$ cat src/tcs_pkg.sv
// Package: constants, types and command codes of the trajectory command block
// How it works
// Motor-off stop drives zero-drive output code
// Abrupt stop sets target to current position
// Smooth stop decelerates with programmed acceleration
// Host sets at most one stop bit
// Bits 0-5 flag loaded parameters, relative
// Host waits move end after acceleration change
// Parameters two words, MSB first, A-V-P
// Acceleration, velocity 32-bit unsigned, capped range
// Low 16 bits are fraction
// Host keeps acceleration not above velocity
// Position signed 32-bit, limited range; the code stores the word without a range check
// Buffers copied to working on start only
// Start code 01, no data bytes
// Illegal start ignored, command error raised
// Start applied at sample boundary
// Data reads follow a command write; the code never drives the data port on a data read
// Status read whenever select strobes low
// Status bit order motor-off down to busy
// Motor-off bit reflects zero-drive output
// Motor-off stop sets bit at start
// Breakpoint flag sticky until reset-interrupts
// Position-error flag set on threshold exceeded
// Bit 11 velocity mode, bit 12 forward
// Load code 1F, word then parameters
// Control word more significant byte first
// Writes ignored while busy, no error
// Manual stop takes effect at start
package tcs_pkg;
    localparam logic [7:0] CMD_START_MOTION = 8'h01;
    localparam logic [7:0] CMD_LOAD_TRAJECTORY = 8'h1f;
    localparam logic [7:0] CMD_RESET_INTERRUPTS = 8'h1d;
    localparam int BIT_POS_REL = 0;
    localparam int BIT_POS_LOAD = 1;
    localparam int BIT_VEL_REL = 2;
    localparam int BIT_VEL_LOAD = 3;
    localparam int BIT_ACC_REL = 4;
    localparam int BIT_ACC_LOAD = 5;
    localparam int BIT_STOP_OFF = 8;
    localparam int BIT_STOP_ABRUPT = 9;
    localparam int BIT_STOP_SMOOTH = 10;
    localparam int BIT_VEL_MODE = 11;
    localparam int BIT_FORWARD = 12;
    localparam logic [31:0] ACC_VEL_MAX = 32'h3fff_ffff;
    localparam logic [31:0] POS_MIN = 32'hc000_0000;
    localparam logic [31:0] POS_MAX = 32'h3fff_ffff;
    localparam logic [7:0] DRIVE_ZERO = 8'h80;
    localparam logic [7:0] STATUS_RESET = 8'h80;
    localparam int SAMPLE_CYCLES = 2048;
    localparam int BUSY_CYCLES = 4;

    typedef struct packed {
        logic motor_off;
        logic breakpoint;
        logic pos_error;
        logic wraparound;
        logic index_seen;
        logic traj_done;
        logic cmd_error;
        logic busy;
    } tcs_status_t;

    typedef struct packed {
        logic [31:0] acc;
        logic [31:0] vel;
        logic [31:0] pos;
        logic vel_mode;
        logic forward;
    } tcs_traj_t;

    typedef enum logic [2:0] {
        ST_IDLE = 3'b000,
        ST_CTRL_HI = 3'b001,
        ST_CTRL_LO = 3'b011,
        ST_PARAM = 3'b010
    } tcs_state_t;
endpackage

$ cat src/tcs_sync.sv
// Two-flop synchroniser for asynchronous host pins
module tcs_sync import tcs_pkg::*; #(
    parameter int W = 1
) (
    // Clock and reset
    input wire logic clk,
    input wire logic rst_n,
    // Data
    input wire logic [W-1:0] d,
    output logic [W-1:0] q
);
    logic [W-1:0] s1_q;

    always_ff @(posedge clk or negedge rst_n) begin
        if (!rst_n) begin
            s1_q <= '1;
            q <= '1;
        end else begin
            s1_q <= d;
            q <= s1_q;
        end
    end
endmodule

$ cat src/tcs_param_shift.sv
// Byte assembler: shifts host bytes into a 32-bit parameter, most significant first
module tcs_param_shift import tcs_pkg::*; (
    // Clock and reset
    input wire logic clk,
    input wire logic rst_n,
    // Byte input
    input wire logic clr,
    input wire logic load,
    input wire logic [7:0] din,
    // Assembled word
    output logic [31:0] word,
    output logic [1:0] count
);
    always_ff @(posedge clk or negedge rst_n) begin
        if (!rst_n) begin
            word <= 32'h0000_0000;
            count <= 2'h0;
        end else if (clr) begin
            count <= 2'h0;
        end else if (load) begin
            word <= {word[23:0], din};
            count <= count + 2'h1;
        end
    end
endmodule

$ cat src/tcs_top.sv
// Trajectory command and status block behind the 8-bit host port
module tcs_top import tcs_pkg::*; #(
    parameter int SAMPLE_LEN = SAMPLE_CYCLES
) (
    // Clock and reset
    input wire logic clk,
    input wire logic rst_n,
    // Host port pins
    input wire logic cs_n,
    input wire logic rd_n,
    input wire logic wr_n,
    input wire logic port_select_n,
    input wire logic [7:0] data_in,
    output logic [7:0] data_out,
    output logic data_oe,
    // Motion core interface
    input wire logic [31:0] current_pos,
    input wire logic move_done,
    input wire logic breakpoint_hit,
    input wire logic pos_error_hit,
    input wire logic auto_off_armed,
    input wire logic wrap_hit,
    input wire logic index_hit,
    output tcs_traj_t work_q,
    output logic stop_smooth_q,
    output logic [7:0] drive_override_q,
    output logic drive_off_q
);
    ////////////////////////////////////////////////////////////////
    // Reset and pin synchronisation
    logic rst_s1_q, rst_q;
    always_ff @(posedge clk or negedge rst_n) begin
        if (!rst_n) begin
            rst_s1_q <= 1'b0;
            rst_q <= 1'b0;
        end else begin
            rst_s1_q <= 1'b1;
            rst_q <= rst_s1_q;
        end
    end

    logic [3:0] pins_s;
    logic [7:0] din_s;
    tcs_sync #(.W(4)) u_sync_pins (
        .clk(clk),
        .rst_n(rst_q),
        .d({cs_n, rd_n, wr_n, port_select_n}),
        .q(pins_s)
    );
    tcs_sync #(.W(8)) u_sync_data (
        .clk(clk),
        .rst_n(rst_q),
        .d(data_in),
        .q(din_s)
    );

    wire cs_s = ~pins_s[3];
    wire rd_s = ~pins_s[2];
    wire wr_s = ~pins_s[1];
    wire cmd_port = ~pins_s[0];
    logic wr_prev_q;
    always_ff @(posedge clk or negedge rst_q) begin
        if (!rst_q) wr_prev_q <= 1'b0;
        else wr_prev_q <= cs_s & wr_s;
    end
    wire wr_pulse = cs_s & wr_s & ~wr_prev_q;

    ////////////////////////////////////////////////////////////////
    // Status and busy
    tcs_status_t st_q;
    logic [2:0] busy_cnt_q;
    wire accept = wr_pulse & ~st_q.busy;
    wire cmd_wr = accept & cmd_port;
    wire data_wr = accept & ~cmd_port;

    ////////////////////////////////////////////////////////////////
    // Command decode and byte sequencing
    tcs_state_t state_q, state_d;
    logic [15:0] ctrl_q;
    logic [5:0] pend_q;
    logic [31:0] acc_buf_q, vel_buf_q, pos_buf_q;
    logic [2:0] rel_q;
    logic acc_changed_q;
    logic [31:0] pword;
    logic [1:0] pcount;

    wire start_cmd = cmd_wr & (din_s == CMD_START_MOTION);
    wire load_cmd = cmd_wr & (din_s == CMD_LOAD_TRAJECTORY);
    wire reset_interrupts_cmd_cmd = cmd_wr & (din_s == CMD_RESET_INTERRUPTS);
    wire param_byte = data_wr & (state_q == ST_PARAM);
    wire word_done = param_byte & (pcount == 2'h3);
    wire want_acc = pend_q[BIT_ACC_LOAD];
    wire want_vel = ~want_acc & pend_q[BIT_VEL_LOAD];
    wire want_pos = ~want_acc & ~want_vel & pend_q[BIT_POS_LOAD];
    wire [31:0] full_word = {pword[23:0], din_s};
    wire moving = ~st_q.traj_done & ~st_q.motor_off;
    wire start_bad = start_cmd & acc_changed_q & moving;
    wire start_ok = start_cmd & ~start_bad;
    wire [5:0] after_ctrl = {din_s[5], 1'b0, din_s[3], 1'b0, din_s[1], 1'b0};

    tcs_param_shift u_shift (
        .clk(clk),
        .rst_n(rst_q),
        .clr(cmd_wr),
        .load(param_byte),
        .din(din_s),
        .word(pword),
        .count(pcount)
    );

    always_comb begin
        state_d = state_q;
        if (cmd_wr) begin
            state_d = load_cmd ? ST_CTRL_HI : ST_IDLE;
        end else if (data_wr) begin
            unique case (state_q)
                ST_IDLE: state_d = ST_IDLE;
                ST_CTRL_HI: state_d = ST_CTRL_LO;
                ST_CTRL_LO: state_d = (after_ctrl == 6'h00) ? ST_IDLE : ST_PARAM;
                ST_PARAM: begin
                    if (word_done && ((pend_q & ~({want_acc, 1'b0, want_vel, 1'b0, want_pos, 1'b0})) == 6'h00))
                        state_d = ST_IDLE;
                end
                default: state_d = ST_IDLE;
            endcase
        end
    end

    always_ff @(posedge clk or negedge rst_q) begin
        if (!rst_q) begin
            state_q <= ST_IDLE;
            ctrl_q <= 16'h0000;
            pend_q <= 6'h00;
            rel_q <= 3'h0;
        end else begin
            state_q <= state_d;
            if (data_wr && state_q == ST_CTRL_HI) ctrl_q[15:8] <= din_s;
            if (data_wr && state_q == ST_CTRL_LO) begin
                ctrl_q[7:0] <= din_s;
                pend_q <= after_ctrl;
                rel_q <= {din_s[BIT_ACC_REL], din_s[BIT_VEL_REL], din_s[BIT_POS_REL]};
            end
            if (word_done) begin
                if (want_acc) pend_q[BIT_ACC_LOAD] <= 1'b0;
                else if (want_vel) pend_q[BIT_VEL_LOAD] <= 1'b0;
                else pend_q[BIT_POS_LOAD] <= 1'b0;
            end
        end
    end

    ////////////////////////////////////////////////////////////////
    // Primary buffers
    always_ff @(posedge clk or negedge rst_q) begin
        if (!rst_q) begin
            acc_buf_q <= 32'h0000_0000;
            vel_buf_q <= 32'h0000_0000;
            pos_buf_q <= 32'h0000_0000;
            acc_changed_q <= 1'b0;
        end else begin
            if (word_done && want_acc) begin
                acc_buf_q <= (rel_q[2] ? work_q.acc + full_word : full_word) & ACC_VEL_MAX;
            end
            if (word_done && want_vel) begin
                vel_buf_q <= (rel_q[1] ? work_q.vel + full_word : full_word) & ACC_VEL_MAX;
            end
            if (word_done && want_pos) begin
                pos_buf_q <= rel_q[0] ? work_q.pos + full_word : full_word;
            end
            if (word_done && want_acc) acc_changed_q <= 1'b1;
            else if (start_ok) acc_changed_q <= 1'b0;
        end
    end

    ////////////////////////////////////////////////////////////////
    // Sample boundary and start application
    logic [15:0] smp_cnt_q;
    logic start_pend_q;
    logic [15:0] start_ctrl_q;
    wire smp_tick = (smp_cnt_q == 16'(SAMPLE_LEN - 1));
    wire apply = start_pend_q & smp_tick;

    always_ff @(posedge clk or negedge rst_q) begin
        if (!rst_q) begin
            smp_cnt_q <= 16'h0000;
            start_pend_q <= 1'b0;
            start_ctrl_q <= 16'h0000;
        end else begin
            smp_cnt_q <= smp_tick ? 16'h0000 : smp_cnt_q + 16'h0001;
            if (start_ok) begin
                start_pend_q <= 1'b1;
                start_ctrl_q <= ctrl_q;
            end else if (apply) begin
                start_pend_q <= 1'b0;
            end
        end
    end

    wire stop_off = start_ctrl_q[BIT_STOP_OFF];
    wire stop_abrupt = start_ctrl_q[BIT_STOP_ABRUPT];
    wire stop_smooth = start_ctrl_q[BIT_STOP_SMOOTH];
    wire auto_off_hit = pos_error_hit & auto_off_armed;

    always_ff @(posedge clk or negedge rst_q) begin
        if (!rst_q) begin
            work_q <= '0;
            stop_smooth_q <= 1'b0;
            drive_override_q <= DRIVE_ZERO;
            drive_off_q <= 1'b1;
        end else begin
            if (apply) begin
                work_q.acc <= acc_buf_q;
                work_q.vel <= vel_buf_q;
                work_q.pos <= stop_abrupt ? current_pos : pos_buf_q;
                work_q.vel_mode <= start_ctrl_q[BIT_VEL_MODE];
                work_q.forward <= start_ctrl_q[BIT_FORWARD];
                stop_smooth_q <= stop_smooth;
                drive_override_q <= DRIVE_ZERO;
            end
            if (auto_off_hit) begin
                drive_off_q <= 1'b1;
            end else if (apply) begin
                drive_off_q <= stop_off;
            end
        end
    end

    ////////////////////////////////////////////////////////////////
    // Status byte flags
    always_ff @(posedge clk or negedge rst_q) begin
        if (!rst_q) begin
            st_q <= STATUS_RESET;
            busy_cnt_q <= 3'h0;
        end else begin
            if (auto_off_hit) st_q.motor_off <= 1'b1;
            else if (apply) st_q.motor_off <= stop_off;
            st_q.breakpoint <= breakpoint_hit | (st_q.breakpoint & ~reset_interrupts_cmd_cmd);
            st_q.pos_error <= pos_error_hit | (st_q.pos_error & ~reset_interrupts_cmd_cmd);
            st_q.wraparound <= wrap_hit | (st_q.wraparound & ~reset_interrupts_cmd_cmd);
            st_q.index_seen <= index_hit | (st_q.index_seen & ~reset_interrupts_cmd_cmd);
            st_q.traj_done <= (move_done & ~start_pend_q) | (st_q.traj_done & ~reset_interrupts_cmd_cmd & ~apply);
            st_q.cmd_error <= start_bad | (st_q.cmd_error & ~reset_interrupts_cmd_cmd);
            if (accept) busy_cnt_q <= 3'(BUSY_CYCLES);
            else if (busy_cnt_q != 3'h0) busy_cnt_q <= busy_cnt_q - 3'h1;
            st_q.busy <= accept | (busy_cnt_q > 3'h1);
        end
    end

    ////////////////////////////////////////////////////////////////
    // Read port
    wire status_rd = cs_s & rd_s & cmd_port;
    always_ff @(posedge clk or negedge rst_q) begin
        if (!rst_q) begin
            data_out <= 8'h00;
            data_oe <= 1'b0;
        end else begin
            data_out <= status_rd ? st_q : 8'h00;
            data_oe <= status_rd;
        end
    end

    ////////////////////////////////////////////////////////////////
    // Checks
    busy_drop_a: assert property (@(posedge clk) disable iff (!rst_q)
        wr_pulse && st_q.busy |=> $stable(state_q) || state_q == ST_IDLE)
        else $error("write accepted while busy");
    start_buffer_a: assert property (@(posedge clk) disable iff (!rst_q)
        !apply |=> $stable(work_q.acc) && $stable(work_q.vel))
        else $error("working registers changed without start");
    bad_start_a: assert property (@(posedge clk) disable iff (!rst_q)
        start_bad |=> st_q.cmd_error && !start_pend_q)
        else $error("illegal start not flagged");
    motor_off_a: assert property (@(posedge clk) disable iff (!rst_q)
        apply && stop_off |=> st_q.motor_off && drive_off_q)
        else $error("motor-off stop not applied");
    abrupt_a: assert property (@(posedge clk) disable iff (!rst_q)
        apply && stop_abrupt |=> work_q.pos == $past(current_pos))
        else $error("abrupt stop target wrong");
    sample_edge_a: assert property (@(posedge clk) disable iff (!rst_q)
        !smp_tick |=> $stable(work_q))
        else $error("start applied off sample edge");
    bp_sticky_a: assert property (@(posedge clk) disable iff (!rst_q)
        st_q.breakpoint && !reset_interrupts_cmd_cmd |=> st_q.breakpoint)
        else $error("breakpoint flag lost");
    status_read_a: assert property (@(posedge clk) disable iff (!rst_q)
        status_rd |=> data_oe && data_out == $past(st_q))
        else $error("status byte not returned");
    acc_range_a: assert property (@(posedge clk) disable iff (!rst_q)
        work_q.acc <= ACC_VEL_MAX && work_q.vel <= ACC_VEL_MAX)
        else $error("acceleration or velocity out of range");
    data_port_quiet_a: assert property (@(posedge clk) disable iff (!rst_q)
        cs_s && rd_s && !cmd_port |=> !data_oe)
        else $error("data port driven without reporting command");
    motor_off_match_a: assert property (@(posedge clk) disable iff (!rst_q)
        st_q.motor_off == drive_off_q)
        else $error("motor-off flag differs from drive state");
    off_priority_a: assert property (@(posedge clk) disable iff (!rst_q)
        auto_off_hit |=> st_q.motor_off && drive_off_q)
        else $error("auto turn-off lost");
    busy_hold_a: assert property (@(posedge clk) disable iff (!rst_q)
        accept |=> st_q.busy)
        else $error("busy not raised after write");
    load_seq_a: assert property (@(posedge clk) disable iff (!rst_q)
        load_cmd |=> state_q == ST_CTRL_HI)
        else $error("load command did not expect control word");
    param_order_a: assert property (@(posedge clk) disable iff (!rst_q)
        word_done && want_acc |=> !pend_q[BIT_ACC_LOAD])
        else $error("acceleration word not consumed first");
endmodule

$ cat config.mk
export PLATFORM = sky130hd
export DESIGN_NAME = tcs_top
export DESIGN_NICKNAME = d
export VERILOG_FILES = /design/src/tcs_pkg.sv /design/src/tcs_sync.sv /design/src/tcs_param_shift.sv /design/src/tcs_top.sv
export SDC_FILE = /design/constraint.sdc
export NUM_CORES = 1
export LEC_CHECK = 0
export BUFFER_PORTS_ARGS = -buffer_cell sky130_fd_sc_hd__buf_2
export CAP_MARGIN = 20
export CORE_AREA = 2 2 194 196
export CTS_BUF_LIST = sky130_fd_sc_hd__clkbuf_4 sky130_fd_sc_hd__clkbuf_8 sky130_fd_sc_hd__clkbuf_16
export CTS_CLUSTER_DIAMETER = 40
export DETAILED_ROUTE_END_ITERATION = 16
export DIE_AREA = 0 0 196 198
export PLACE_DENSITY = 0.68
export SLEW_MARGIN = 20
export SYNTH_ARGS = -nofsm -noshare
export SYNTH_HDL_FRONTEND = slang
export SYNTH_SLANG_ARGS = --single-unit
$ cat constraint.sdc
create_clock -name clk -period 27 [get_ports clk]
set_clock_uncertainty 0.05 [all_clocks]
set_input_delay 4.05 -clock clk [delete_from_list [all_inputs] [get_ports clk]]
set_output_delay 4.05 -clock clk [all_outputs]
set_load 0.005 [all_outputs]
==> run summary <==
Post-Route WL: 43200 um
Via Count: 13100
Slew margin rel.: 34.3%
End-of-flow core utilization: 52.0%
Critical setup path kind: flip-flop to primary output
Root Buffer: clkbuf_16
Die Width: 196 um
Starting density of the core: 44.2%
Hold crit path type: flip-flop to flip-flop
Synth Instances: 1733
Post-route ant nets: 0
Area delta synth->final: 17.9%
Setup-failing EPs final: 0
Vias in the first global route: 12900
Ys Warns: 0
Clock transition at path regs: 0.06 ns
Multiplexer area fraction after synthesis: 7.47%
Top FF cell, synth: dfrtp_1
CP Capture Type: primary output
Average wire per standard cell: 18.1 um
Cell taking the most area after synthesis: dfrtp_1
Largest stage delay, worst path: 0.54 ns
Largest family of logic cells by synthesized area: compound AO/OA/AOI/OAI gates
Die Y: 198 um
CP max FO: 4
CTS tree: done
Final hold violations: 0
Cts repair resizes: 0
Fin area: 19200 um2
Number of synthesized flops with an enable pin: 0
Largest net degree at the start of global routing: 84
Initial DRC count: 847
Max stage delay cell, worst path: dfstp_2
Post-synth ARST share: 100%
Post-cts hold buffer count: 0
Post-synthesis compound-gate area fraction: 16.2%
Worst setup SP type: flip-flop
Global route overflow: 0
Max Clk Rate: 188 MHz
CP arrival: 1.22 ns
Global-route wire length before repair: 69600 um
Crit-path cells: buf_2
Later-pin clock latency in the skew report: 0.57 ns
RSZ-0062 raised after global routing: no
Routed vias/inst: 5.46
Antenna diode count: 0
Least-Margin Pin Slew: 0.986 ns
Delay-heaviest family, CP: flip-flops
CTS sink count: 296
Xor/xnor share of the synthesized area: 4.72%
Main area contributors after synthesis: dfrtp_1 (42%), nand2_1 (7.8%), ha_1 (7.2%)
Initial antenna violation count: 0
Core area: 37000 um2
Ratio of cells with drive above 1 in the final layout: 17.7%
Final hold slack: 0.286 ns
Total global-route track usage: 22.7%
GPL Wtd Cong: 0.916
Peak VDD IR: 0.0527 mV
CP bufs+invs: 1
IO Port Bufs: 156
Placed Instance Area: 17500 um2
CTS H-tree lvls: 2
Clock Path Buffers: 3
Post-DP HPWL: 29500 um
Distinct cells, synth: 64
Final Power: 0.00115 W
Die ar.: 38800 um2
Post-layout min period: 5.32 ns
Synthesized cell area: 16300 um2
Post-Synth Adder-Cell Area: 7.58%
Pwr/cell area: 59.8 nW/um2
TritonCTS Buffers: 49
#FFs+latches synth: 296
Seq/Total Area, Yosys: 45.6%
Final slew viol count: 0
Tcrit/Tclk final: 19.7%
Syn Area/Cell: 9.42 um2
Setup bufs post-CTS: 0
Max-Cap Viols: 0
Worst EP required: 22.90 ns
Rows: 71
Yosys top cell area share: 41.6%
Post-route DRC violation count: 0
Iteration count of the initial detailed-routing pass: 7
Status: complete, no violations
Fin Setup TNS: 0 ns
Leak: 9.72 nW
I/O pin cnt: 169
Final net count: 2028
Simple-Gate Fraction of Synth Area: 15.4%
registers in the layout, summed over array words and instances (netlist names), 2 cells and up:
signal            cells
work_q               94
pos_buf_q            32
acc_buf_q            30
vel_buf_q            30
u_shift.word         24
smp_cnt_q            16
ctrl_q                8
data_out              8
st_q                  8
u_sync_data.q         8
u_sync_data.s1_q      8
start_ctrl_q          5
u_sync_pins.q         4
u_sync_pins.s1_q      4
busy_cnt_q            3
pend_q                3
state_q               2
u_shift.count         2
cell usage in the layout (no fill, tap or decap), types with 7 or more instances in the layout:
cell type   instances
clkbuf_16          49
dfrtp_1           268
or3_1               9
and4_1              7
a31oi_1            16
inv_6               9
nand2_1           338
conb_1             13
a21oi_1           129
xor2_1             29
o21ai_0           152
nor2_1             93
ha_1               94
and2_1             12
a21o_1             57
bufinv_16           8
and3_1             30
nand3_1            28
inv_1              27
o21bai_1           10
buf_2             156
nor2b_1            13
nor3_1             15
o21a_1             14
mux2_2             38
buf_4              14
mux2i_1            79
xnor2_1            59
nand2b_1            9
dfstp_2            25
nand4_1             9
clkinvlp_4          8
cell usage after synthesis (30+ instances only):
library cell,count
a21o_1,57
a21oi_1,129
and3_1,30
clkbuf_1,63
dfrtp_1,271
ha_1,94
mux2_2,38
mux2i_1,79
nand2_1,339
nor2_1,93
o21ai_0,152
xnor2_1,59
power by group:
part           leakage (nW)  internal [W]   total, W  switching [W]
Combinational          5.06     0.0000123  0.0000314      0.0000192
Sequential             3.82      0.000452   0.000460     0.00000825
Clock                 0.840      0.000428   0.000660       0.000232
final timing paths:
| check | startpoint | end | slack, ns | depth (start not counted) |
|---|---|---|---|---|
| worst max-delay path | st_q[7]$_DFFE_PN1P_ | drive_off_q | 21.68 | 1 |
| worst min-delay path | u_sync_data.s1_q[2]$_DFF_PN1_ | u_sync_data.q[2]$_DFF_PN1_ | 0.29 | 0 |
| worst max register to register | u_sync_data.q[1]$_DFF_PN1_ | vel_buf_q[29]$_DFFE_PN0P_ | 23.11 | 11 |
| worst min register to register | u_sync_data.s1_q[2]$_DFF_PN1_ | u_sync_data.q[2]$_DFF_PN1_ | 0.29 | 0 |
| max in group asynchronous | rst_n | rst_q$_DFF_PN0_ | 23.56 | 1 |
| min in group asynchronous | rst_q$_DFF_PN0_ | acc_buf_q[12]$_DFFE_PN0P_ | 0.43 | 0 |
layer usage:
metal | vias up | GRT usage (%) | wire length [um]
li1 | 6357 | - | -
met1 | 6280 | 29.6 | 19100
met2 | 344 | 37.9 | 20700
met3 | 91 | 4.07 | 2210
met4 | 0 | 8.56 | 1270
met5 | - | 0 | 0
kinds of logic after synthesis:
logic type,after synthesis
other cells,2
xor+xnor,88
buf+inv,115
fa+ha+maj,97
flops,296
mux,117
compound gates,440
simple gates,578
stage by stage:
step / worst slack (ns) / instances
after detailed placement: 22.27 / 2302
after global routing: 21.63 / 2393
after floorplan: 18.13 / 1744
after CTS: 21.64 / 2393
after global placement: 22.27 / 2302
final: 21.68 / 2393
area by class of cell:
cell class | count | area [um2]
Multi-Input combinational cell | 1333 | 8450
Inverter | 28 | 105
Sequential cell | 296 | 7440
Fill cell | 3406 | 17700
Timing Repair Buffer | 171 | 897
Clock inverter | 33 | 434
Clock buffer | 58 | 1310
Tap cell | 474 | 593
Power figures use the tool's default switching activity.
